### src/rtl/evp_pkg.sv
// evp_pkg: constants shared by both ends of the exception vector decoder
// assumes a 16-bit vector address space, vector base in the upper byte
package evp_pkg;

  // number of ordinary maskable sources, base+0x82 .. base+0xF2
  localparam int EVP_NUM_IRQ = 57;
  localparam int EVP_IDX_W = 6;
  // the inter-die link source sits at the top slot, base+0xF2
  localparam logic [5:0] EVP_LINK_IDX = 6'h38;

  // vector base register
  localparam logic [7:0] EVP_VBR_RST = 8'hFF;
  localparam logic [7:0] EVP_DBG_BASE = 8'hFF;

  // fixed reset vectors
  localparam logic [15:0] EVP_VEC_RST_EXT = 16'hFFFE;
  localparam logic [15:0] EVP_VEC_RST_CLKMON = 16'hFFFC;
  localparam logic [15:0] EVP_VEC_RST_WDT = 16'hFFFA;

  // low-byte offsets from the vector base
  localparam logic [7:0] EVP_OFF_TRAP = 8'hF8;
  localparam logic [7:0] EVP_OFF_SWI = 8'hF6;
  localparam logic [7:0] EVP_OFF_XIRQ = 8'hF4;
  localparam logic [7:0] EVP_OFF_LINK = 8'hF2;
  localparam logic [7:0] EVP_OFF_IRQ_LO = 8'h82;
  localparam logic [7:0] EVP_OFF_SPUR = 8'h80;

  // depth of the saved-mask stack in the core end
  localparam int EVP_STK_DEPTH = 4;
  localparam int EVP_STK_W = 2;

  // low byte of the vector for ordinary source idx
  function automatic logic [7:0] evp_irq_off(input logic [5:0] idx);
    return EVP_OFF_IRQ_LO + 8'({idx, 1'b0});
  endfunction

  // join base and low byte into a vector address
  function automatic logic [15:0] evp_vec(input logic [7:0] base,
                                         input logic [7:0] off);
    return {base, off};
  endfunction

endpackage

### src/rtl/evp_if.sv
// evp_if: link between the vector decoder and the cpu core end
// assumes both ends run on the same ref_clk
`timescale 1ns/1ps
interface evp_if;
  import evp_pkg::*;

  // core state seen by the decoder
  logic mask_i;
  logic mask_x;
  logic debug_active;
  logic trap_req;
  logic swi_req;
  // vector fetch
  logic vec_req;
  logic [15:0] vec_addr;
  logic vec_ack;
  logic vec_spur;
  logic int_pend;
  logic rst_pend;
  // vector base register access
  logic vbr_wr;
  logic [7:0] vbr_wdata;
  logic [7:0] vbr_rdata;

  modport dec (
    input mask_i, mask_x, debug_active, trap_req, swi_req, vec_req,
    input vbr_wr, vbr_wdata,
    output vec_addr, vec_ack, vec_spur, int_pend, rst_pend, vbr_rdata
  );

  modport cpu (
    output mask_i, mask_x, debug_active, trap_req, swi_req, vec_req,
    output vbr_wr, vbr_wdata,
    input vec_addr, vec_ack, vec_spur, int_pend, rst_pend, vbr_rdata
  );
endinterface

### src/rtl/evp_prio_enc.sv
// evp_prio_enc: finds the highest-numbered active request line
// assumes index order equals vector order, higher index higher vector
`timescale 1ns/1ps
module evp_prio_enc (
  // requests
  input wire logic [evp_pkg::EVP_NUM_IRQ-1:0] req,
  // result
  output logic found,
  output logic [evp_pkg::EVP_IDX_W-1:0] idx
);
  import evp_pkg::*;

  // ascending scan, so the last hit is the highest vector
  always_comb begin
    found = 1'b0;
    idx = '0;
    for (int i = 0; i < EVP_NUM_IRQ; i++) begin
      if (req[i]) begin
        found = 1'b1;
        idx = 6'(i);
      end
    end
  end
endmodule // evp_prio_enc

### src/rtl/evp_decoder.sv
// evp_decoder: exception priority decoder, device end of evp_if
// assumes peripherals and reset generator share ref_clk; the wake
// output is pure logic so it works with the clock stopped
//
// Function
// - unmaskable requests always outrank ordinary maskable ones
// - high-priority request preempts ordinary routine when unmasked
// - trap and software trap may nest
// - peripherals hold requests until routine starts
// - highest vector address wins among pending
// - ordinary request needs enable, clear mask, no higher
// - vector chosen at the moment it is asked
// - nothing pending gives spurious vector base+0x80
// - reset vectors first: 0xFFFE, 0xFFFC, 0xFFFA
// - then trap F8, software trap F6, high-priority F4
// - link at F2, others F0 down to 82
// - ordinary routines nest only after mask cleared
// - qualified ordinary request wakes; mask blocks wake
// - stop-mode wake path needs no clock
// - move the base register only when relocating table
// - vector base is register byte then 0x00
// - base register resets to 0xFF
// - background debug forces base byte to 0xFF
`timescale 1ns/1ps
module evp_decoder (
  // clock and reset
  input wire logic ref_clk,
  input wire logic rst_b,
  // link to the cpu core
  evp_if.dec cpu,
  // peripheral request lines and their local enables
  input wire logic [evp_pkg::EVP_NUM_IRQ-2:0] irq_req,
  input wire logic [evp_pkg::EVP_NUM_IRQ-2:0] irq_en,
  // inter-die link: normal and error requests
  input wire logic link_req,
  input wire logic link_en,
  input wire logic link_err_req,
  // reset causes from the reset generator
  input wire logic rst_ext_req,
  input wire logic rst_clkmon_req,
  input wire logic rst_wdt_req,
  // service notice back to the peripherals
  output logic svc_start,
  output logic [evp_pkg::EVP_IDX_W-1:0] svc_idx,
  // asynchronous wake-up for stop and wait
  output logic wake
);
  import evp_pkg::*;

  //////////////////////////////////////////////////////////////////////
  // request qualification

  logic [EVP_NUM_IRQ-1:0] all_req;
  logic [EVP_NUM_IRQ-1:0] qual;
  logic irq_found;
  logic [EVP_IDX_W-1:0] irq_idx;
  logic x_pend;
  logic hi_pend;
  logic i_ok;
  logic any_rst;
  logic [7:0] base;
  logic [7:0] vbr_q;
  logic [7:0] vbr_d;

  // the link source takes the top slot, index 56
  assign all_req = {link_req & link_en, irq_req & irq_en};

  // raw requests are levels; the peripheral keeps them up until served
  assign qual = all_req;

  evp_prio_enc u_prio (
    .req(qual),
    .found(irq_found),
    .idx(irq_idx)
  );

  // high-priority request only sees its own mask, not the ordinary one
  assign x_pend = link_err_req & ~cpu.mask_x;

  // any request the ordinary mask cannot block
  assign hi_pend = cpu.trap_req | cpu.swi_req | x_pend;

  // ordinary request blocked by its mask or by a trap, software trap or high-priority request
  assign i_ok = irq_found & ~cpu.mask_i & ~hi_pend;

  assign any_rst = rst_ext_req | rst_clkmon_req | rst_wdt_req;

  // debug firmware keeps every vector in the top page
  always_comb begin
    if (cpu.debug_active) begin
      base = EVP_DBG_BASE;
    end else begin
      base = vbr_q;
    end
  end

  //////////////////////////////////////////////////////////////////////
  // vector selection, continuous so it is ready on the request cycle

  logic [15:0] win_vec;
  logic win_spur;
  logic win_irq;

  always_comb begin
    win_spur = 1'b0;
    win_irq = 1'b0;
    if (rst_ext_req) begin
      win_vec = EVP_VEC_RST_EXT;
    end else if (rst_clkmon_req) begin
      win_vec = EVP_VEC_RST_CLKMON;
    end else if (rst_wdt_req) begin
      win_vec = EVP_VEC_RST_WDT;
    end else if (cpu.trap_req) begin
      win_vec = evp_vec(base, EVP_OFF_TRAP);
    end else if (cpu.swi_req) begin
      win_vec = evp_vec(base, EVP_OFF_SWI);
    end else if (x_pend) begin
      win_vec = evp_vec(base, EVP_OFF_XIRQ);
    end else if (i_ok) begin
      win_vec = evp_vec(base, evp_irq_off(irq_idx));
      win_irq = 1'b1;
    end else begin
      // request vanished between recognition and fetch
      win_vec = evp_vec(base, EVP_OFF_SPUR);
      win_spur = 1'b1;
    end
  end

  //////////////////////////////////////////////////////////////////////
  // vector base register

  // software writes it only to move the table away from the top page
  always_comb begin
    vbr_d = vbr_q;
    if (cpu.vbr_wr) begin
      vbr_d = cpu.vbr_wdata;
    end
  end

  // reset loads the top page before any reset vector is fetched
  always_ff @(posedge ref_clk or negedge rst_b) begin
    if (!rst_b) begin
      vbr_q <= EVP_VBR_RST;
    end else begin
      vbr_q <= vbr_d;
    end
  end

  //////////////////////////////////////////////////////////////////////
  // vector answer and pending flags

  logic [15:0] vec_addr_q;
  logic [15:0] vec_addr_d;
  logic vec_ack_q;
  logic vec_ack_d;
  logic vec_spur_q;
  logic vec_spur_d;
  logic int_pend_q;
  logic int_pend_d;
  logic rst_pend_q;
  logic rst_pend_d;
  logic svc_start_q;
  logic svc_start_d;
  logic [EVP_IDX_W-1:0] svc_idx_q;
  logic [EVP_IDX_W-1:0] svc_idx_d;

  // winner is frozen on the request edge, not at recognition
  always_comb begin
    vec_addr_d = vec_addr_q;
    vec_spur_d = vec_spur_q;
    svc_idx_d = svc_idx_q;
    vec_ack_d = cpu.vec_req;
    svc_start_d = 1'b0;
    if (cpu.vec_req) begin
      vec_addr_d = win_vec;
      vec_spur_d = win_spur;
      svc_start_d = win_irq;
      if (win_irq) begin
        svc_idx_d = irq_idx;
      end
    end
    // recognised pending state, refreshed every cycle
    int_pend_d = any_rst | hi_pend | i_ok;
    rst_pend_d = any_rst;
  end

  always_ff @(posedge ref_clk or negedge rst_b) begin
    if (!rst_b) begin
      vec_addr_q <= EVP_VEC_RST_EXT;
      vec_ack_q <= 1'b0;
      vec_spur_q <= 1'b0;
      int_pend_q <= 1'b0;
      rst_pend_q <= 1'b0;
      svc_start_q <= 1'b0;
      svc_idx_q <= '0;
    end else begin
      vec_addr_q <= vec_addr_d;
      vec_ack_q <= vec_ack_d;
      vec_spur_q <= vec_spur_d;
      int_pend_q <= int_pend_d;
      rst_pend_q <= rst_pend_d;
      svc_start_q <= svc_start_d;
      svc_idx_q <= svc_idx_d;
    end
  end

  //////////////////////////////////////////////////////////////////////
  // outputs

  assign cpu.vec_addr = vec_addr_q;
  assign cpu.vec_ack = vec_ack_q;
  assign cpu.vec_spur = vec_spur_q;
  assign cpu.int_pend = int_pend_q;
  assign cpu.rst_pend = rst_pend_q;
  assign cpu.vbr_rdata = vbr_q;
  assign svc_start = svc_start_q;
  assign svc_idx = svc_idx_q;

  // no flip-flop here: the clock is stopped in stop mode, so the
  // wake path must be gates from request level to output
  assign wake = ((|all_req) & ~cpu.mask_i) | x_pend;

endmodule // evp_decoder

### src/flat_wrapper.sv
// flat-port wrapper written by rule: the top's interface ports become plain ports
module evp_decoder_flat import evp_pkg::*;
  (ref_clk, rst_b, irq_req, irq_en, link_req, link_en, link_err_req, rst_ext_req, rst_clkmon_req, rst_wdt_req, svc_start, svc_idx, wake, cpu_mask_i, cpu_mask_x, cpu_debug_active, cpu_trap_req, cpu_swi_req, cpu_vec_req, cpu_vbr_wr, cpu_vbr_wdata, cpu_vec_addr, cpu_vec_ack, cpu_vec_spur, cpu_int_pend, cpu_rst_pend, cpu_vbr_rdata);
  evp_if cpu_i ();
  input wire logic ref_clk;
  input wire logic rst_b;
  input wire logic [evp_pkg::EVP_NUM_IRQ-2:0] irq_req;
  input wire logic [evp_pkg::EVP_NUM_IRQ-2:0] irq_en;
  input wire logic link_req;
  input wire logic link_en;
  input wire logic link_err_req;
  input wire logic rst_ext_req;
  input wire logic rst_clkmon_req;
  input wire logic rst_wdt_req;
  output logic svc_start;
  output logic [evp_pkg::EVP_IDX_W-1:0] svc_idx;
  output logic wake;
  input wire logic [$bits(cpu_i.mask_i)-1:0] cpu_mask_i;
  input wire logic [$bits(cpu_i.mask_x)-1:0] cpu_mask_x;
  input wire logic [$bits(cpu_i.debug_active)-1:0] cpu_debug_active;
  input wire logic [$bits(cpu_i.trap_req)-1:0] cpu_trap_req;
  input wire logic [$bits(cpu_i.swi_req)-1:0] cpu_swi_req;
  input wire logic [$bits(cpu_i.vec_req)-1:0] cpu_vec_req;
  input wire logic [$bits(cpu_i.vbr_wr)-1:0] cpu_vbr_wr;
  input wire logic [$bits(cpu_i.vbr_wdata)-1:0] cpu_vbr_wdata;
  output wire logic [$bits(cpu_i.vec_addr)-1:0] cpu_vec_addr;
  output wire logic [$bits(cpu_i.vec_ack)-1:0] cpu_vec_ack;
  output wire logic [$bits(cpu_i.vec_spur)-1:0] cpu_vec_spur;
  output wire logic [$bits(cpu_i.int_pend)-1:0] cpu_int_pend;
  output wire logic [$bits(cpu_i.rst_pend)-1:0] cpu_rst_pend;
  output wire logic [$bits(cpu_i.vbr_rdata)-1:0] cpu_vbr_rdata;
  assign cpu_i.mask_i = cpu_mask_i;
  assign cpu_i.mask_x = cpu_mask_x;
  assign cpu_i.debug_active = cpu_debug_active;
  assign cpu_i.trap_req = cpu_trap_req;
  assign cpu_i.swi_req = cpu_swi_req;
  assign cpu_i.vec_req = cpu_vec_req;
  assign cpu_i.vbr_wr = cpu_vbr_wr;
  assign cpu_i.vbr_wdata = cpu_vbr_wdata;
  assign cpu_vec_addr = cpu_i.vec_addr;
  assign cpu_vec_ack = cpu_i.vec_ack;
  assign cpu_vec_spur = cpu_i.vec_spur;
  assign cpu_int_pend = cpu_i.int_pend;
  assign cpu_rst_pend = cpu_i.rst_pend;
  assign cpu_vbr_rdata = cpu_i.vbr_rdata;
  evp_decoder u_core (.ref_clk(ref_clk), .rst_b(rst_b), .cpu(cpu_i), .irq_req(irq_req), .irq_en(irq_en), .link_req(link_req), .link_en(link_en), .link_err_req(link_err_req), .rst_ext_req(rst_ext_req), .rst_clkmon_req(rst_clkmon_req), .rst_wdt_req(rst_wdt_req), .svc_start(svc_start), .svc_idx(svc_idx), .wake(wake));
endmodule
### config.mk
export PLATFORM = sky130hd
export DESIGN_NAME = evp_decoder_flat
export DESIGN_NICKNAME = d
export VERILOG_FILES = /design/src/rtl/evp_pkg.sv /design/src/rtl/evp_if.sv /design/src/rtl/evp_prio_enc.sv /design/src/rtl/evp_decoder.sv /design/src/flat_wrapper.sv
export SDC_FILE = /design/constraint.sdc
export NUM_CORES = 1
export LEC_CHECK = 0
export BUFFER_PORTS_ARGS = -buffer_cell sky130_fd_sc_hd__buf_4
export CORE_ASPECT_RATIO = 2
export CORE_MARGIN = 2
export CORE_UTILIZATION = 45
export CTS_CLUSTER_DIAMETER = 80
export CTS_CLUSTER_SIZE = 25
export DETAILED_ROUTE_END_ITERATION = 10
export HOLD_SLACK_MARGIN = 0.15
export PLACE_DENSITY = 0.95
export SETUP_SLACK_MARGIN = 0.4
export SYNTH_ARGS = -nofsm -noshare
export SYNTH_HDL_FRONTEND = slang
export SYNTH_SLANG_ARGS = --single-unit
### constraint.sdc
create_clock -name ref_clk -period 4.8 [get_ports ref_clk]
set_clock_uncertainty 0.1 [all_clocks]
set_input_delay 0.72 -clock ref_clk [delete_from_list [all_inputs] [get_ports ref_clk]]
set_output_delay 0.72 -clock ref_clk [all_outputs]
set_load 0.01 [all_outputs]
==> results.sh <==
export IMPL_outcome="finished, final reports clean"
export IMPL_grt_overflow_total=0
export IMPL_layout_drive_gt1_share=0.5034
export IMPL_drtPass1Iterations=4
export IMPL_synth_main_ff_cell="dfstp_2"
export IMPL_portBuffers=169
export IMPL_wirelength_um=8060
export IMPL_grt_pass1_vias=3035
export IMPL_diodes=0
export IMPL_ir_worst_vdd_mv=0.2702
export IMPL_synth_fp_nets=403
export IMPL_final_max_slew_viol_count=0
export IMPL_design_core_area_um2=5185
export IMPL_ios=171
export IMPL_antenna_left=0
export IMPL_grt_pass1_wl_um=12680
export IMPL_clock_sinks=34
export IMPL_yosysWarnings=0
export IMPL_finalCritPeriodShare=0.7676
export IMPL_stdcell_area_um2=3847
export IMPL_maxSlewHeadroom=0.6035
export IMPL_yosysSeqAreaShare=0.3637
export IMPL_holdBufCountCts=0
export IMPL_max_cap_viol_count=0
export IMPL_cts_tree="built"
export IMPL_crit_top_cell="buf_4"
export IMPL_clk_pin_slew_ns=0.07
export IMPL_cpMaxStageDelayCell="o41ai_4"
export IMPL_wire_per_inst_um=16.22
export IMPL_max_freq_mhz=271.4
export IMPL_cts_root_buf="clkbuf_8"
export IMPL_max_clock_path_buffers=2
export IMPL_setup_tns_ns=0
export IMPL_async_reset_ff_frac=1.000
export IMPL_critPathCaptureType="output port"
export IMPL_synthCells=267
export IMPL_fp_dieArea_um2=6013
export IMPL_critical_path_class="in2out"
export IMPL_arrival_ns=2.86
export IMPL_hold_class="in2async"
export IMPL_rsz0062_at_grt="no"
export IMPL_dpl_cell_area_um2=3737
export IMPL_die_x_um=55.84
export IMPL_drt_initial_drc_count=120
export IMPL_clk_latency_ns=0.28
export IMPL_final_setup_viol_count=0
export IMPL_synth_seq_cells=34
export IMPL_finalHoldViolCount=0
export IMPL_drc=0
export IMPL_hpwl_um=6793
export IMPL_post_cts_buffers=0
export IMPL_grt_max_degree=35
export IMPL_power_leakage_uw=0.001823
export IMPL_synth_cell_area_um2=2419
export IMPL_final_nets=574
export IMPL_track_usage=0.2610
export IMPL_worst_pin_slew_ns=0.5864
export IMPL_vias_per_cell=5.928
export IMPL_syn_avg_cell_area_um2=9.058
export IMPL_critical_path_max_fanout=6
export IMPL_fp_row_count=37
export IMPL_crit_chain="buf_4 -> a22oi_1 -> nor4b_1 -> nand4_1 -> o41ai_4 -> nand2_1 -> buf_4"
export IMPL_gp_congestion=0.8536
export IMPL_die_height_um=107.7
export IMPL_startpoint_type="input pin"
export IMPL_crit_required_ns=3.98
export IMPL_htreeDepth=2
export IMPL_p_per_area_nw_per_um2=221.5
export IMPL_antenna_found_initial=0
export IMPL_slowest_delay_ns=0.60
export IMPL_initial_core_util=0.4665
export IMPL_synth_edff_count=0
export IMPL_cts_resized=0
export IMPL_min_period_ns=3.685
export IMPL_synth_cell_type_count=56
export IMPL_syn_to_final_growth_pct=59.08
export IMPL_cts_buffers=5
export IMPL_vias=2946
==> path summary, 6_finish.rpt <==
check                                  startpoint                 endpoint  slack (ns)  cells past startpoint
setup reg to reg           u_core.cpu.vec_addr[5]   u_core.cpu.vec_addr[5]        3.89                      2
max in group asynchronous                   rst_b  u_core.cpu.vbr_rdata[5]        4.00                      1
hold reg to reg            u_core.cpu.vec_addr[2]   u_core.cpu.vec_addr[2]        0.39                      2
hold / removal                              rst_b         u_core.svc_start        0.26                      1
setup / recovery                      irq_req[32]                     wake        1.12                      7
min in group ref_clk       u_core.cpu.vec_addr[2]   u_core.cpu.vec_addr[2]        0.39                      2
==> area by class of cell <==
cell class	count	area, um2
clock buffer	8	110.1
fill	395	1338
inverter	9	33.78
multi-input combinational	219	1483
sequential	34	879.6
tap	58	72.57
timing repair buffer	169	1269
==> routing by layer <==
layer	share of wire	global-route usage	wire, um	vias up
li1	-	-	-	1387
met1	0.32	0.2326	2613	1382
met2	0.58	0.5451	4695	156
met3	0.063	0.03365	505	21
met4	0.031	0.1241	246	0
met5	0	0	0	-
==> cell usage in the layout (no fill, tap or decap), drive strengths merged, types with 6 or more instances in the layout <==
master,instances
a21oi,17
o21ai,12
inv,9
dfstp,23
nor2,15
nand2,39
o22a,8
a22oi,9
a22o,20
buf,169
a32o,6
nand3,9
dfrtp,11
mux2,14
clkbuf,8
==> state kept, by name, indices dropped and copies added, names as in the netlist <==
signal                count
u_core.cpu.vec_addr      15
u_core.cpu.vbr_rdata      8
u_core.svc_idx            6
u_core.cpu.int_pend       1
u_core.cpu.rst_pend       1
u_core.cpu.vec_ack        1
u_core.cpu.vec_spur       1
u_core.svc_start          1
==> cells in the mapped netlist, types with 8 or more instances <==
cell type / count / area (um2)
a22oi_1: 9 / 67.56
mux2_2: 8 / 90.09
a22o_1: 20 / 175.2
o22a_1: 8 / 70.07
nand3_1: 9 / 45.04
dfrtp_1: 11 / 275.3
nand2_1: 39 / 146.4
a21oi_1: 17 / 85.08
dfstp_2: 23 / 604.3
inv_1: 9 / 33.78
nor2_1: 15 / 56.30
o21ai_0: 10 / 50.05
==> kinds of logic after synthesis <==
| logic type | Yosys count | synth area share |
|---|---|---|
| AO/OA/AOI/OAI | 102 | 0.3213 |
| AND/OR/NAND/NOR | 99 | 0.2028 |
| flip-flops | 34 | 0.3637 |
| multiplexers | 15 | 0.07864 |
| buffers and inverters | 14 | 0.02328 |
| adder cells (fa/ha/maj) | 1 | 0.005172 |
| other | 1 | 0.001551 |
| XOR/XNOR | 1 | 0.003622 |
==> stage by stage <==
stage	worst slack (ns)	instances	total power, uW	utilization	hold WS [ns]
after global routing	0.8716	497	896.5	0.7420	0.2782
final	1.115	497	852.3	0.7420	0.2592
after CTS	1.148	497	861.6	0.7420	0.2575
after detailed placement	1.161	489	611.0	0.7208	0.3823
after global placement	1.190	489	602.6	0.7208	0.3830
after floorplan	1.657	267	451.1	-	0.3244
==> worst max-delay path, delay by kind of cell <==
| kind | cells | cell delay [ns] |
|---|---|---|
| AOI/OAI and AO/OA | 2 | 0.89 |
| buffers and inverters | 2 | 0.28 |
| and+or+nand+nor | 3 | 0.96 |
==> report_power, final <==
part | switching [uW] | total (uW) | internal [uW]
logic | 124 | 281 | 158
registers | 12.4 | 327 | 314
clock network | 99.4 | 244 | 145
Power figures use the tool's default switching activity.
